<file path="src/err_status_pkg.sv">
// Register map, field positions and reset values of the error status block
// Assumes a 32-bit APB register bus with one register per aligned word
package err_status_pkg;
  // ----------------------------------------------------------------------
  // Register word index and byte offsets
  // ----------------------------------------------------------------------
  // Status register index; its word sits at four times the index
  localparam logic [11:0] ERROR_INTERRUPT_STATUS_OFS = 12'h7e2;
  localparam logic [12:0] STATUS_WORD_ADDR           = 13'h1f88;
  localparam logic [12:0] ERROR_COUNT_LOW_ADDR       = 13'h0800;
  localparam logic [12:0] ERROR_COUNT_HIGH_ADDR      = 13'h0804;
  localparam logic [12:0] ERROR_CONTROL_ADDR         = 13'h0808;
  localparam logic [12:0] IRQ_MASK_ADDR              = 13'h080c;
  localparam logic [12:0] IRQ_PENDING_ADDR           = 13'h0810;

  // ----------------------------------------------------------------------
  // Status field positions
  // ----------------------------------------------------------------------
  localparam int SYS_BPV_BIT   = 5;
  localparam int LINE_BPV_BIT  = 4;
  localparam int SYS_EXZ_BIT   = 3;
  localparam int LINE_EXZ_BIT  = 2;
  localparam int PATTERN_BIT   = 1;
  localparam int OVERFLOW_BIT  = 0;
  localparam int NUM_EVENTS    = 6;

  // Control field positions
  localparam int CTRL_MODE_BIT = 0;
  localparam int CTRL_SNAP_BIT = 1;

  // ----------------------------------------------------------------------
  // Reset values
  // ----------------------------------------------------------------------
  localparam logic [7:0]  STATUS_RESET  = 8'h00;
  localparam logic [15:0] COUNT_RESET   = 16'h0000;
  localparam logic [5:0]  MASK_RESET    = 6'h00;
  localparam logic [7:0]  STATUS_RSVD   = 8'hc0;
endpackage : err_status_pkg

</file>
<file path="src/error_counter.sv">
// Sixteen-bit running error counter with overflow pulse and snapshot view
// Assumes error strobes are synchronous one-cycle pulses on pclk
`timescale 1ns/1ps
`default_nettype none
module error_counter #(
  parameter int WIDTH = 16
) (
  // Clock and reset
  input  wire logic             pclk,
  input  wire logic             presetn,
  // Counting
  input  wire logic             err_pulse,
  input  wire logic             auto_mode,
  input  wire logic             snap_req,
  // Results
  output logic [WIDTH-1:0]      shown_count,
  output logic                  overflow_pulse
);
  import err_status_pkg::*;

  logic [WIDTH-1:0] run_reg;
  logic [WIDTH-1:0] run_next;
  logic             wrap;

  // Running count wraps; the wrap is reported as overflow
  assign wrap     = err_pulse && (run_reg == {WIDTH{1'b1}});
  assign run_next = run_reg + WIDTH'(1);

  always_ff @(posedge pclk or negedge presetn)
  begin
    if (!presetn)
    begin
      run_reg        <= '0;
      overflow_pulse <= 1'b0;
    end
    else
    begin
      if (err_pulse)
        run_reg <= run_next;
      overflow_pulse <= wrap;
    end
  end

  // Shown value follows the count live or only on a manual snapshot
  always_ff @(posedge pclk or negedge presetn)
  begin
    if (!presetn)
      shown_count <= '0;
    else if (auto_mode || snap_req)
      shown_count <= err_pulse ? run_next : run_reg;
  end
endmodule : error_counter
`default_nettype wire

</file>
<file path="src/line_error_interrupt_status_counter.sv">
// Line error interrupt status and error counter register bank
// Assumes a single pclk domain, APB master, and one-cycle event pulses
//
// What this block does
// - Bit 5 flags system-side bipolar violation, drives irq, write one clears.
// - Bit 4 flags line-side bipolar violation; write one clears it.
// - Bit 3 flags system-side excessive zeros; write one clears it.
// - Bit 2 flags line-side excessive zeros; write one clears it.
// - Bit 1 flags pattern checker error, drives irq, write one clears.
// - Bit 0 flags sixteen-bit error counter overflow; write one clears.
// - Status bits 7 and 6 are reserved and read zero.
// - Low error count byte is read-only and resets to zero.
// - Count view updates automatically or on manual request per mode bit.
// - High error count byte is separate, read-only, resets to zero.
`timescale 1ns/1ps
`default_nettype none
module line_error_interrupt_status_counter #(
  parameter int COUNT_WIDTH = 16
) (
  // Clock and reset
  input  wire logic        pclk,
  input  wire logic        presetn,
  // APB slave
  input  wire logic        psel,
  input  wire logic        penable,
  input  wire logic        pwrite,
  input  wire logic [12:0] paddr,
  input  wire logic [31:0] pwdata,
  input  wire logic [3:0]  pstrb,
  output logic [31:0]      prdata,
  output logic             pready,
  output logic             pslverr,
  // Line events, one-cycle pulses
  input  wire logic        sys_bpv_event,
  input  wire logic        line_bpv_event,
  input  wire logic        sys_exz_event,
  input  wire logic        line_exz_event,
  input  wire logic        pattern_err_event,
  // Interrupt
  output logic             irq
);
  import err_status_pkg::*;

  // ----------------------------------------------------------------------
  // Bus decode
  // ----------------------------------------------------------------------
  logic        access;
  logic        wr_acc;
  logic        rd_acc;
  logic        hit_status;
  logic        hit_low;
  logic        hit_high;
  logic        hit_ctrl;
  logic        hit_mask;
  logic        hit_pend;
  logic        mapped;

  assign access     = psel && penable;
  assign wr_acc     = access && pwrite;
  assign rd_acc     = access && !pwrite;
  assign hit_status = (paddr == STATUS_WORD_ADDR);
  assign hit_low    = (paddr == ERROR_COUNT_LOW_ADDR);
  assign hit_high   = (paddr == ERROR_COUNT_HIGH_ADDR);
  assign hit_ctrl   = (paddr == ERROR_CONTROL_ADDR);
  assign hit_mask   = (paddr == IRQ_MASK_ADDR);
  assign hit_pend   = (paddr == IRQ_PENDING_ADDR);
  assign mapped     = hit_status | hit_low | hit_high | hit_ctrl |
                      hit_mask | hit_pend;

  // ----------------------------------------------------------------------
  // Register map, byte addresses of aligned 32-bit words
  // ----------------------------------------------------------------------
  // Status word   : flags in bits 5..0, write one clears, reads keep them
  // Count low     : low byte of the visible count, read-only
  // Count high    : high byte of the visible count, read-only
  // Control       : bit 0 selects live view, bit 1 asks for one snapshot
  // Mask          : bits 5..0 enable the matching pending bit onto irq
  // Pending       : bits 5..0 copy each event, cleared by reading them
  //
  // The status word keeps its flags sticky for software that polls, while
  // the pending copy lets an interrupt handler acknowledge with one read.
  // Bits 31..8 of every word read zero and ignore writes.
  // Unmapped addresses answer with an error and change nothing.
  //
  // Timing: an event in cycle n shows in the status word from cycle n+1;
  // read data is captured in the setup cycle and stands in the access
  // cycle, so a read reports the state as it was one cycle earlier.

  // Zero wait states: every access completes in its first access cycle
  assign pready  = 1'b1;
  assign pslverr = access && !mapped;

  // ----------------------------------------------------------------------
  // Control, mask and counter
  // ----------------------------------------------------------------------
  logic                   mode_reg;
  logic                   snap_pulse;
  logic [NUM_EVENTS-1:0]  mask_reg;
  logic [COUNT_WIDTH-1:0] count_view;
  logic                   ovf_pulse;

  // Mode bit held; snapshot bit is self-clearing so each write asks once
  always_ff @(posedge pclk or negedge presetn)
  begin
    if (!presetn)
    begin
      mode_reg   <= 1'b0;
      snap_pulse <= 1'b0;
      mask_reg   <= MASK_RESET;
    end
    else
    begin
      snap_pulse <= wr_acc && hit_ctrl && pstrb[0] && pwdata[CTRL_SNAP_BIT];
      if (wr_acc && hit_ctrl && pstrb[0])
        mode_reg <= pwdata[CTRL_MODE_BIT];
      if (wr_acc && hit_mask && pstrb[0])
        mask_reg <= pwdata[NUM_EVENTS-1:0];
    end
  end

  error_counter #(
    .WIDTH (COUNT_WIDTH)
  ) error_counter_i (
    .pclk           (pclk),
    .presetn        (presetn),
    .err_pulse      (pattern_err_event),
    .auto_mode      (mode_reg),
    .snap_req       (snap_pulse),
    .shown_count    (count_view),
    .overflow_pulse (ovf_pulse)
  );

  // ----------------------------------------------------------------------
  // Status flags
  // ----------------------------------------------------------------------
  logic [NUM_EVENTS-1:0] events;
  logic [NUM_EVENTS-1:0] status_reg;
  logic [NUM_EVENTS-1:0] w1c;
  logic                  stat_wr;

  assign events[SYS_BPV_BIT]  = sys_bpv_event;
  assign events[LINE_BPV_BIT] = line_bpv_event;
  assign events[SYS_EXZ_BIT]  = sys_exz_event;
  assign events[LINE_EXZ_BIT] = line_exz_event;
  assign events[PATTERN_BIT]  = pattern_err_event;
  assign events[OVERFLOW_BIT] = ovf_pulse;

  // Status byte fills lane 0 of its own aligned word
  assign stat_wr = wr_acc && hit_status && pstrb[0];
  assign w1c     = stat_wr ? pwdata[NUM_EVENTS-1:0] : '0;

  // Set wins over a same-cycle clear so no event is lost
  genvar gi;
  generate
    for (gi = 0; gi < NUM_EVENTS; gi++)
    begin : g_flag
      always_ff @(posedge pclk or negedge presetn)
      begin
        if (!presetn)
          status_reg[gi] <= STATUS_RESET[gi];
        else if (events[gi])
          status_reg[gi] <= 1'b1;
        else if (w1c[gi])
          status_reg[gi] <= 1'b0;
      end
    end
  endgenerate

  // ----------------------------------------------------------------------
  // Pending copy for the interrupt line, cleared by reading it
  // ----------------------------------------------------------------------
  logic [NUM_EVENTS-1:0] pend_reg;
  logic                  pend_rd;
  logic [31:0]           prdata_reg;
  logic [NUM_EVENTS-1:0] pend_ack;

  assign pend_rd  = rd_acc && hit_pend;
  // Only bits that the read reported are cleared, so an event that lands
  // between setup and access is not lost
  assign pend_ack = pend_rd ? prdata_reg[NUM_EVENTS-1:0] : '0;

  always_ff @(posedge pclk or negedge presetn)
  begin
    if (!presetn)
      pend_reg <= '0;
    else
      pend_reg <= (pend_reg & ~pend_ack) | events;
  end

  // Level interrupt while any unmasked pending bit stands
  assign irq = |(pend_reg & mask_reg);

  // ----------------------------------------------------------------------
  // Read data
  // ----------------------------------------------------------------------
  logic [7:0]  status_byte;
  logic [31:0] rd_next;

  // Reserved bits read as zero
  assign status_byte = {2'b00, status_reg} & ~STATUS_RSVD;

  always_comb
  begin
    rd_next = 32'h0000_0000;
    if (hit_status)
      rd_next = {24'h000000, status_byte};
    else if (hit_low)
      rd_next = {24'h000000, count_view[7:0]};
    else if (hit_high)
      rd_next = {24'h000000, count_view[15:8]};
    else if (hit_ctrl)
      rd_next = {31'h0, mode_reg};
    else if (hit_mask)
      rd_next = {26'h0, mask_reg};
    else if (hit_pend)
      rd_next = {26'h0, pend_reg};
  end

  // Read data is taken in the setup cycle so the output leaves a flop;
  // it stands through the access cycle and returns to zero afterwards
  always_ff @(posedge pclk or negedge presetn)
  begin
    if (!presetn)
      prdata_reg <= 32'h0000_0000;
    else if (psel && !penable && !pwrite)
      prdata_reg <= rd_next;
    else
      prdata_reg <= 32'h0000_0000;
  end

  assign prdata = prdata_reg;
endmodule : line_error_interrupt_status_counter
`default_nettype wire

</file>
<file path="config.mk">
export PLATFORM = sky130hd
export DESIGN_NAME = line_error_interrupt_status_counter
export DESIGN_NICKNAME = d
export VERILOG_FILES = /design/src/err_status_pkg.sv /design/src/error_counter.sv /design/src/line_error_interrupt_status_counter.sv
export SDC_FILE = /design/constraint.sdc
export NUM_CORES = 1
export LEC_CHECK = 0
export ABC_AREA = 1
export BUFFER_PORTS_ARGS = -buffer_cell sky130_fd_sc_hd__buf_2
export CORE_MARGIN = 2
export CORE_UTILIZATION = 58
export CTS_BUF_LIST = sky130_fd_sc_hd__clkbuf_4 sky130_fd_sc_hd__clkbuf_8
export CTS_CLUSTER_DIAMETER = 200
export CTS_CLUSTER_SIZE = 10
export DETAILED_ROUTE_END_ITERATION = 7
export PLACE_DENSITY = 0.88
export SLEW_MARGIN = 25
export SYNTH_ARGS = -nofsm -noshare
export SYNTH_HDL_FRONTEND = slang
export SYNTH_SLANG_ARGS = --single-unit
</file>
<file path="constraint.sdc">
create_clock -name pclk -period 3.6 [get_ports pclk]
set_input_delay 0.36 -clock pclk [delete_from_list [all_inputs] [get_ports pclk]]
set_output_delay 0.36 -clock pclk [all_outputs]
set_load 0.1 [all_outputs]
</file>
# [After elaboration in Yosys (flattened, before gate mapping)]
# Cells that the tools add are included.
[classes] n_addsub=1 n_mul=0 div=0 magnitude_cmp=0 eq_ne=7 n_shift=0 muxes=22 bitwise=9 reduce_logical=26
[op_table] operator="== test 13 x 12 -> 1 bit, second input constant" count=5
[op_table] operator="two-way mux 8 bit" count=4
[op_table] operator="two-way mux 6 bit" count=5
[op_table] operator="adder 16 x 1 -> 16 bit, second input constant" count=1
[op_table] operator="== test 16 bit, second input constant" count=1
[op_table] operator="two-way mux 16 bit" count=1
[op_table] operator="logical AND 1 bit" count=15
[op_table] operator="== test 13 bit, second input constant" count=1
[op_table] operator="bitwise AND 6 bit" count=2
[op_table] operator="two-way mux 1 bit" count=12
[op_table] operator="nonzero test 2 bit" count=6
[op_table] operator="NOT 6 bit" count=1
[op_table] operator="bitwise OR 6 bit" count=1
[op_table] operator="OR reduction 6 bit" count=1
[op_table] operator="bitwise OR 1 bit" count=5
[op_table] operator="zero test 1 bit" count=3
[op_table] operator="logical OR 1 bit" count=1
[word_totals] regBits=85 latchBits=0 ramBits=0 romBits=0 inputBits=59 out_inout_bits=35 wordCells=79 memories=0

# [Longest topological paths before layout]
# Gate-level depths: netlist of run 1.
[logic_depth] ltp_word=8 ltp_mapped=10 mapped_depth_nobuf=10

# [Cells and area by module]
# A second synthesis of run 1 with hierarchy kept.
[unflattened] cells_unflattened=404 hier_area_um2=3325.7
[by_module_without_submodules] mod="line_error_interrupt_status_counter" n_inst=1 cells_each=240 area_each_um2=1784.2 seq_area_each_um2=700.7
[by_module_without_submodules] mod="error_counter" n_inst=1 cells_each=164 area_each_um2=1541.5 seq_area_each_um2=825.8

# [Worst setup path after synthesis of run 1]
# No wires, ideal clock.
[synth_path] path_kind="in2out" start="in paddr[0]" end="out pslverr" arrival_time_ns=3.786 t_required_ns=3.240 path_slack_ns=-0.546 cell_stages=8 n_path_buf=0 path_cell_list="inv_1 -> nand2_1 -> nor2_4 -> inv_1 -> nor2_1 -> nand2_1 -> nand2_1 -> nor4_1"
[synth_between] elab_chain_cells=8 elab_cells_between_ends=13 classes_between="eq/ne (6); bitwise (5); reduce/logical (2)"
[synth_rtl] element="start, declared" line="line_error_interrupt_status_counter.sv:27" text="input wire logic [12:0] paddr,"
[synth_rtl] element="== test 13 bit or == test 13 x 12 -> 1 bit (tied branches)" line="line_error_interrupt_status_counter.sv:61, line_error_interrupt_status_counter.sv:62"
[synth_rtl] element="bitwise OR 1 bit (4 in series)" line="line_error_interrupt_status_counter.sv:67" text="assign mapped = hit_status | hit_low | hit_high | hit_ctrl |"
[synth_rtl] element="bitwise OR 1 bit *" line="line_error_interrupt_status_counter.sv:68" text="hit_mask | hit_pend;"
[synth_rtl] element="zero test 1 bit *" line="line_error_interrupt_status_counter.sv:91" text="assign pslverr = access && !mapped;"
[synth_rtl] element="logical AND 1 bit *" line="line_error_interrupt_status_counter.sv:91"
[synth_rtl] element="end, declared" line="line_error_interrupt_status_counter.sv:32" text="output logic pslverr,"
# Every way passes the cells marked *; elsewhere a longest branch is shown, timed or not.

# [Worst setup path in the final report of run 1]
[layout_path] start="in paddr[2]" end="out pslverr"
# The elaborated chain is that of the path after synthesis.

==> flow_summary.ini, run 1 <==
[logic_synthesis]
syn_inst = 389
ys_ff_latch = 61
avgSynthCellArea_um2 = 8.20
synth.top_cell.area_share_pct = 47.9
synth_edf_count = 0
ys_types = 33
synth_flop_cell = dfrtp_1
synth_area_leader_cell = dfrtp_1
async_flop_share_pct = 100
ys_seq_area_share_pct = 47.9
netlist_top_cells_area = dfrtp_1, nand2_1, buf_4
synth_area_mm2 = 0.00319
synth_warnings = 0

[sta]
post-route-min-period_ns = 2.42
fmax_mhz = 413
slew_violations = 0
maxSlewHeadroom_pct = 48.9
hold_slack_ns = 0.0924
finClkSkew_ns = 0.0105
rsz0062_at_grt = no
post-route-period-util_pct = 67.3
worst_slew_pin_slew_ns = 0.767
setup_violations = 0
hold_viol_final = 0
fin_tns_setup_ns = 0

[cts]
cts_max_level = 3
clkTransAtPathRegs_ns = 0.07
cts_tree = done
post_cts_buffers = 0
cts_buffers = 9
cts_resized = 0
cts_sinks = 61
root_buffer = clkbuf_8
ctsLongestPathBuffers = 2
cts-hold-fix-buffers = 0
clkLatencyLatePin_ns = 0.34

[global_routing]
antenna_found_initial = 0
grt_pass1_wl_um = 11700
grt-ovfl-total = 0
grt_pass1_vias = 2556
grt_max_degree = 34
grt_util_met3_pct = 7.24
grt_usage_pct = 25.0
use_met1_pct = 31.0
met2_usage_pct = 40.6
grt-busiest-layer = met2

[critical_path]
cp.required_ns = 3.24
crit_slowest_cell = buf_2
crit_chain = buf_2 > inv_1 > nand3_1 > nor2_1 > nand2_1 > nand2_1 > nor4_2 > buf_2
worst_path_largest_cell_delay_ns = 0.48
crit_type = in -> out
path_max_fanout = 9
critPathLaunchType = input pin
endpoint_kind = output pin
cp.arrival_ns = 2.06

[route]
ant_nets = 0
viasPerCell = 5.16
wl_per_cell_um = 13.6
drt_iter0_drc = 166
vias = 2633
drc_errors = 0
detail_route.wirelength_um = 6930
drtPass1Iterations = 5

[cells_and_area]
fin_util_pct = 69.6
syn_to_final_growth_pct = 13.6
final_cell_mix = nand2_1, dfrtp_1, inv_1, buf_2
layout_commonest_cell = nand2_1
fillers = 401
layout-drive-gt1-share_pct = 18.2
n_antenna_cell = 0
nets = 495

[power]
ir_worst_vdd_mv = 0.406
leakage_nw = 1.89
powerDensity_mw_per_mm2 = 521
p_total_mw = 1.89

[die]
die_x_um = 78.1
rows = 26
die-area_mm2 = 0.00611
io_pins = 94
start_util_pct = 61.3
die_h_um = 78.1
core_area_mm2 = 0.00520

[placement]
gp_congestion = 0.937
io_buffers = 39
place_hpwl_um = 5130

[outcome]
status = completed

[hold_path]
holdCritPathClass = in -> async

[job]
drv_cap = 0
Yosys cell counts (3+ instances only):
cell     number
nand2_1     119
dfrtp_1      61
inv_1        48
buf_4        25
nor2_1       25
o21ai_0      19
nand3_1      18
a21oi_1       9
nand4_1       9
xor2_1        7
o21ai_2       6
nor2_4        5
xnor2_1       5
nor2_2        4
nor4_1        4
nor3_1        3
area by class of cell:
class                      count  area [um2]  share of cell area (%)
clock buffer                  13         173                    4.77
clock inverter                 3        90.1                    2.49
inverter                      50         188                    5.18
tap                           70        87.6                    2.42
sequential                    61        1530                    42.1
timing repair buffer          41         210                    5.80
multi-input combinational    272        1350                    37.2
worst max-delay path: cells and delay by family:
family / cells / cell delay [ns]
buffers and inverters: 3 / 0.70
and+or+nand+nor: 5 / 1.00
layer usage:
| layer | part of all wire, % | vias up |
|---|---|---|
| li1 | - | 1274 |
| met1 | 43 | 1231 |
| met2 | 49 | 104 |
| met3 | 5.7 | 24 |
| met4 | 2.8 | 0 |
| met5 | 0 | - |
power by group:
part	switching, mW	internal (mW)
combinational	0.243	0.0628
clock	0.263	0.525
sequential	0.0436	0.749
cells by family (layout without fill, tap and decap cells):
family          Yosys count  after routing  share of synthesized area [%]
compound gates           41             41                           7.85
xor+xnor                 12             12                           3.30
fa+ha+maj                 1              1                          0.392
buf+inv                  79            107                           12.8
flops                    61             61                           47.9
other cells               2             25                          0.236
simple gates            193            193                           27.6
per-stage QoR:
stage	cell area (um2)	cells	setup slack, ns
2_1_floorplan	3280	412	0.611
3_3_place_gp	3360	494	1.27
3_5_place_dp	3360	494	1.23
4_1_cts	3620	510	1.22
5_1_grt	3620	510	1.06
6_report	3620	510	1.18
final timing paths:
kind / start / end / slack (ns) / cells after the start
max in group asynchronous: presetn / error_counter_i.run_reg[7] / 2.65 / 2
hold reg to reg: error_counter_i.shown_count[5] / error_counter_i.shown_count[5] / 0.49 / 2
setup reg to reg: error_counter_i.run_reg[0] / error_counter_i.shown_count[12] / 1.82 / 9
setup / recovery: paddr[2] / pslverr / 1.18 / 8
min in group pclk: sys_bpv_event / status_byte[5] / 0.22 / 3
hold / removal: presetn / mask_reg[5] / 0.09 / 1
(Power assumes the default switching activity.)
==> run 2: changes to the inputs <==
Settings changed: CORE_UTILIZATION 58 to 54, PLACE_DENSITY 0.88 to 0.83.
Clock period 3.6 ns to 2.5 ns, I/O delays scaled along.
==> run 2 against run 1 <==
Compared with the run above:
- first-iteration DRC count down 8.4%
- total power grew 36%
- critical path type is now reg -> out
- non-clock buffer count grew 3
- sequential cell count stayed put
- critical endpoint is now irq
- sequential power increased by 44%
- worst setup slack worse by 0.61 ns
- highest routed layer unchanged
- largest cell class unchanged
- sequential share of layout area fell by 0.17 points
- final cell count rose by 0.98%
==> flow_summary.ini, run 2 (synthesis results as in run 1) <==
[critical_path]
critPathLaunchType = flop
reg2reg_depth = 9
crit_slowest_cell = dfrtp_1
crit_buf_inv = 1
cp.arrival_ns = 1.68
crit_type = reg -> out
crit_family = compound AO/OA/AOI/OAI gates
worst_path_largest_cell_delay_ns = 0.40
r2r-end = error_counter_i.shown_count[8]
r2r_start = error_counter_i.run_reg[0]
cp.required_ns = 2.25
r2r_slack_ns = 0.87
path_depth = 4
crit_chain = a22o_1 > a221oi_1 > nand3_1 > buf_2
path_max_fanout = 3
endpoint_kind = output pin

[die]
io_pins = 94
die_h_um = 80.8
rows = 27
start_util_pct = 56.8
die_x_um = 80.8
die-area_mm2 = 0.00653
core_area_mm2 = 0.00561

[hold_path]
holdCritPathClass = in -> reg
min_from = sys_exz_event
min_path_cells = 3
holdPathEnd = pend_reg[3]

[sta]
slew_violations = 0
hold_viol_final = 0
fmax_mhz = 517
finClkSkew_ns = 0.00819
worst_slew_pin_slew_ns = 0.619
setup_violations = 0
rsz0062_at_grt = no
hold_slack_ns = 0.127
maxSlewHeadroom_pct = 58.4
fin_tns_setup_ns = 0
post-route-min-period_ns = 1.93
post-route-period-util_pct = 77.4

[cts]
clkTransAtPathRegs_ns = 0.06
ctsLongestPathBuffers = 2
root_buffer = clkbuf_8
post_cts_buffers = 0
cts_buffers = 9
cts_sinks = 61
cts_tree = done
clkLatencyLatePin_ns = 0.33
cts_max_level = 3

[global_routing]
grt_pass1_vias = 2531
grt_max_degree = 62
met2_usage_pct = 39.0
grt-ovfl-total = 0
antenna_found_initial = 0
grt_usage_pct = 22.9
grt_pass1_wl_um = 11200
grt_util_met3_pct = 6.67
use_met1_pct = 26.8
grt-busiest-layer = met2

[placement]
io_buffers = 39
gp_congestion = 0.909
place_hpwl_um = 5040

[route]
drtPass1Iterations = 4
drt_iter0_drc = 152
wl_per_cell_um = 13.2
detail_route.wirelength_um = 6820
viasPerCell = 5.06
drc_errors = 0
vias = 2608
ant_nets = 0

[cells_and_area]
layout-drive-gt1-share_pct = 18.5
syn_to_final_growth_pct = 14.1
n_antenna_cell = 0
layout_commonest_cell = nand2_1
nets = 498
fin_util_pct = 64.9
final_cell_mix = nand2_1, dfrtp_1, inv_1, buf_2

[power]
leakage_nw = 1.90
ir_worst_vdd_mv = 0.384
powerDensity_mw_per_mm2 = 704
p_total_mw = 2.56

[job]
drv_cap = 0

[outcome]
status = completed
==> run 2: stage by stage <==
step	cell area [um2]	setup slack [ns]	cells
finish	3640	0.565	515
global route	3640	0.447	515
CTS	3640	0.529	515
detailed placement	3400	0.601	498
global placement	3400	0.638	498
floorplan	3290	0.365	412
==> run 2: repair_timing <==
action	in CTS	in global routing
hold buffers	1	0
hold endpoints to repair	61	0
gates resized for setup	0	0
==> run 2: cell type report <==
class,instances,area [um2]
multi-input combinational,272,1360
tap,72,90.1
timing repair buffer,44,248
fill,490,1970
sequential,61,1530
clock buffer,12,159
clock inverter,4,70.1
inverter,50,188
==> run 2: worst max-delay path by stage <==
stage / end / from / slack (ns)
final: irq / mask_reg[3] / 0.57
after global routing: irq / mask_reg[3] / 0.45
after CTS: irq / mask_reg[3] / 0.53
after detailed placement: pslverr / paddr[9] / 0.60
after global placement: pslverr / paddr[5] / 0.64
after floorplan: pslverr / paddr[0] / 0.36
==> run 2: routing by layer <==
layer | vias to the layer above | part of all wire [%]
met4 | 0 | 1.3
met3 | 10 | 6.1
met5 | - | 0
li1 | 1280 | -
met2 | 92 | 51
met1 | 1226 | 41
==> run 2: power breakdown <==
part,internal [mW],switching (mW),total [mW],leakage (nW)
combinational,0.0938,0.344,0.438,1.04
clock,0.623,0.359,0.983,0.120
sequential,1.08,0.0610,1.14,0.738
total,1.80,0.765,2.56,1.90
==> run 2: worst register-to-register path, cell delays in order (launching register included) <==
cell and delay (ns):
dfrtp_1 0.38, ha_1 0.16, nand2_1 0.08, nor2_2 0.16
nand3_2 0.12, nor2_1 0.14, nand2_1 0.09, xnor2_1 0.25
nand2_1 0.08, o21ai_0 0.09
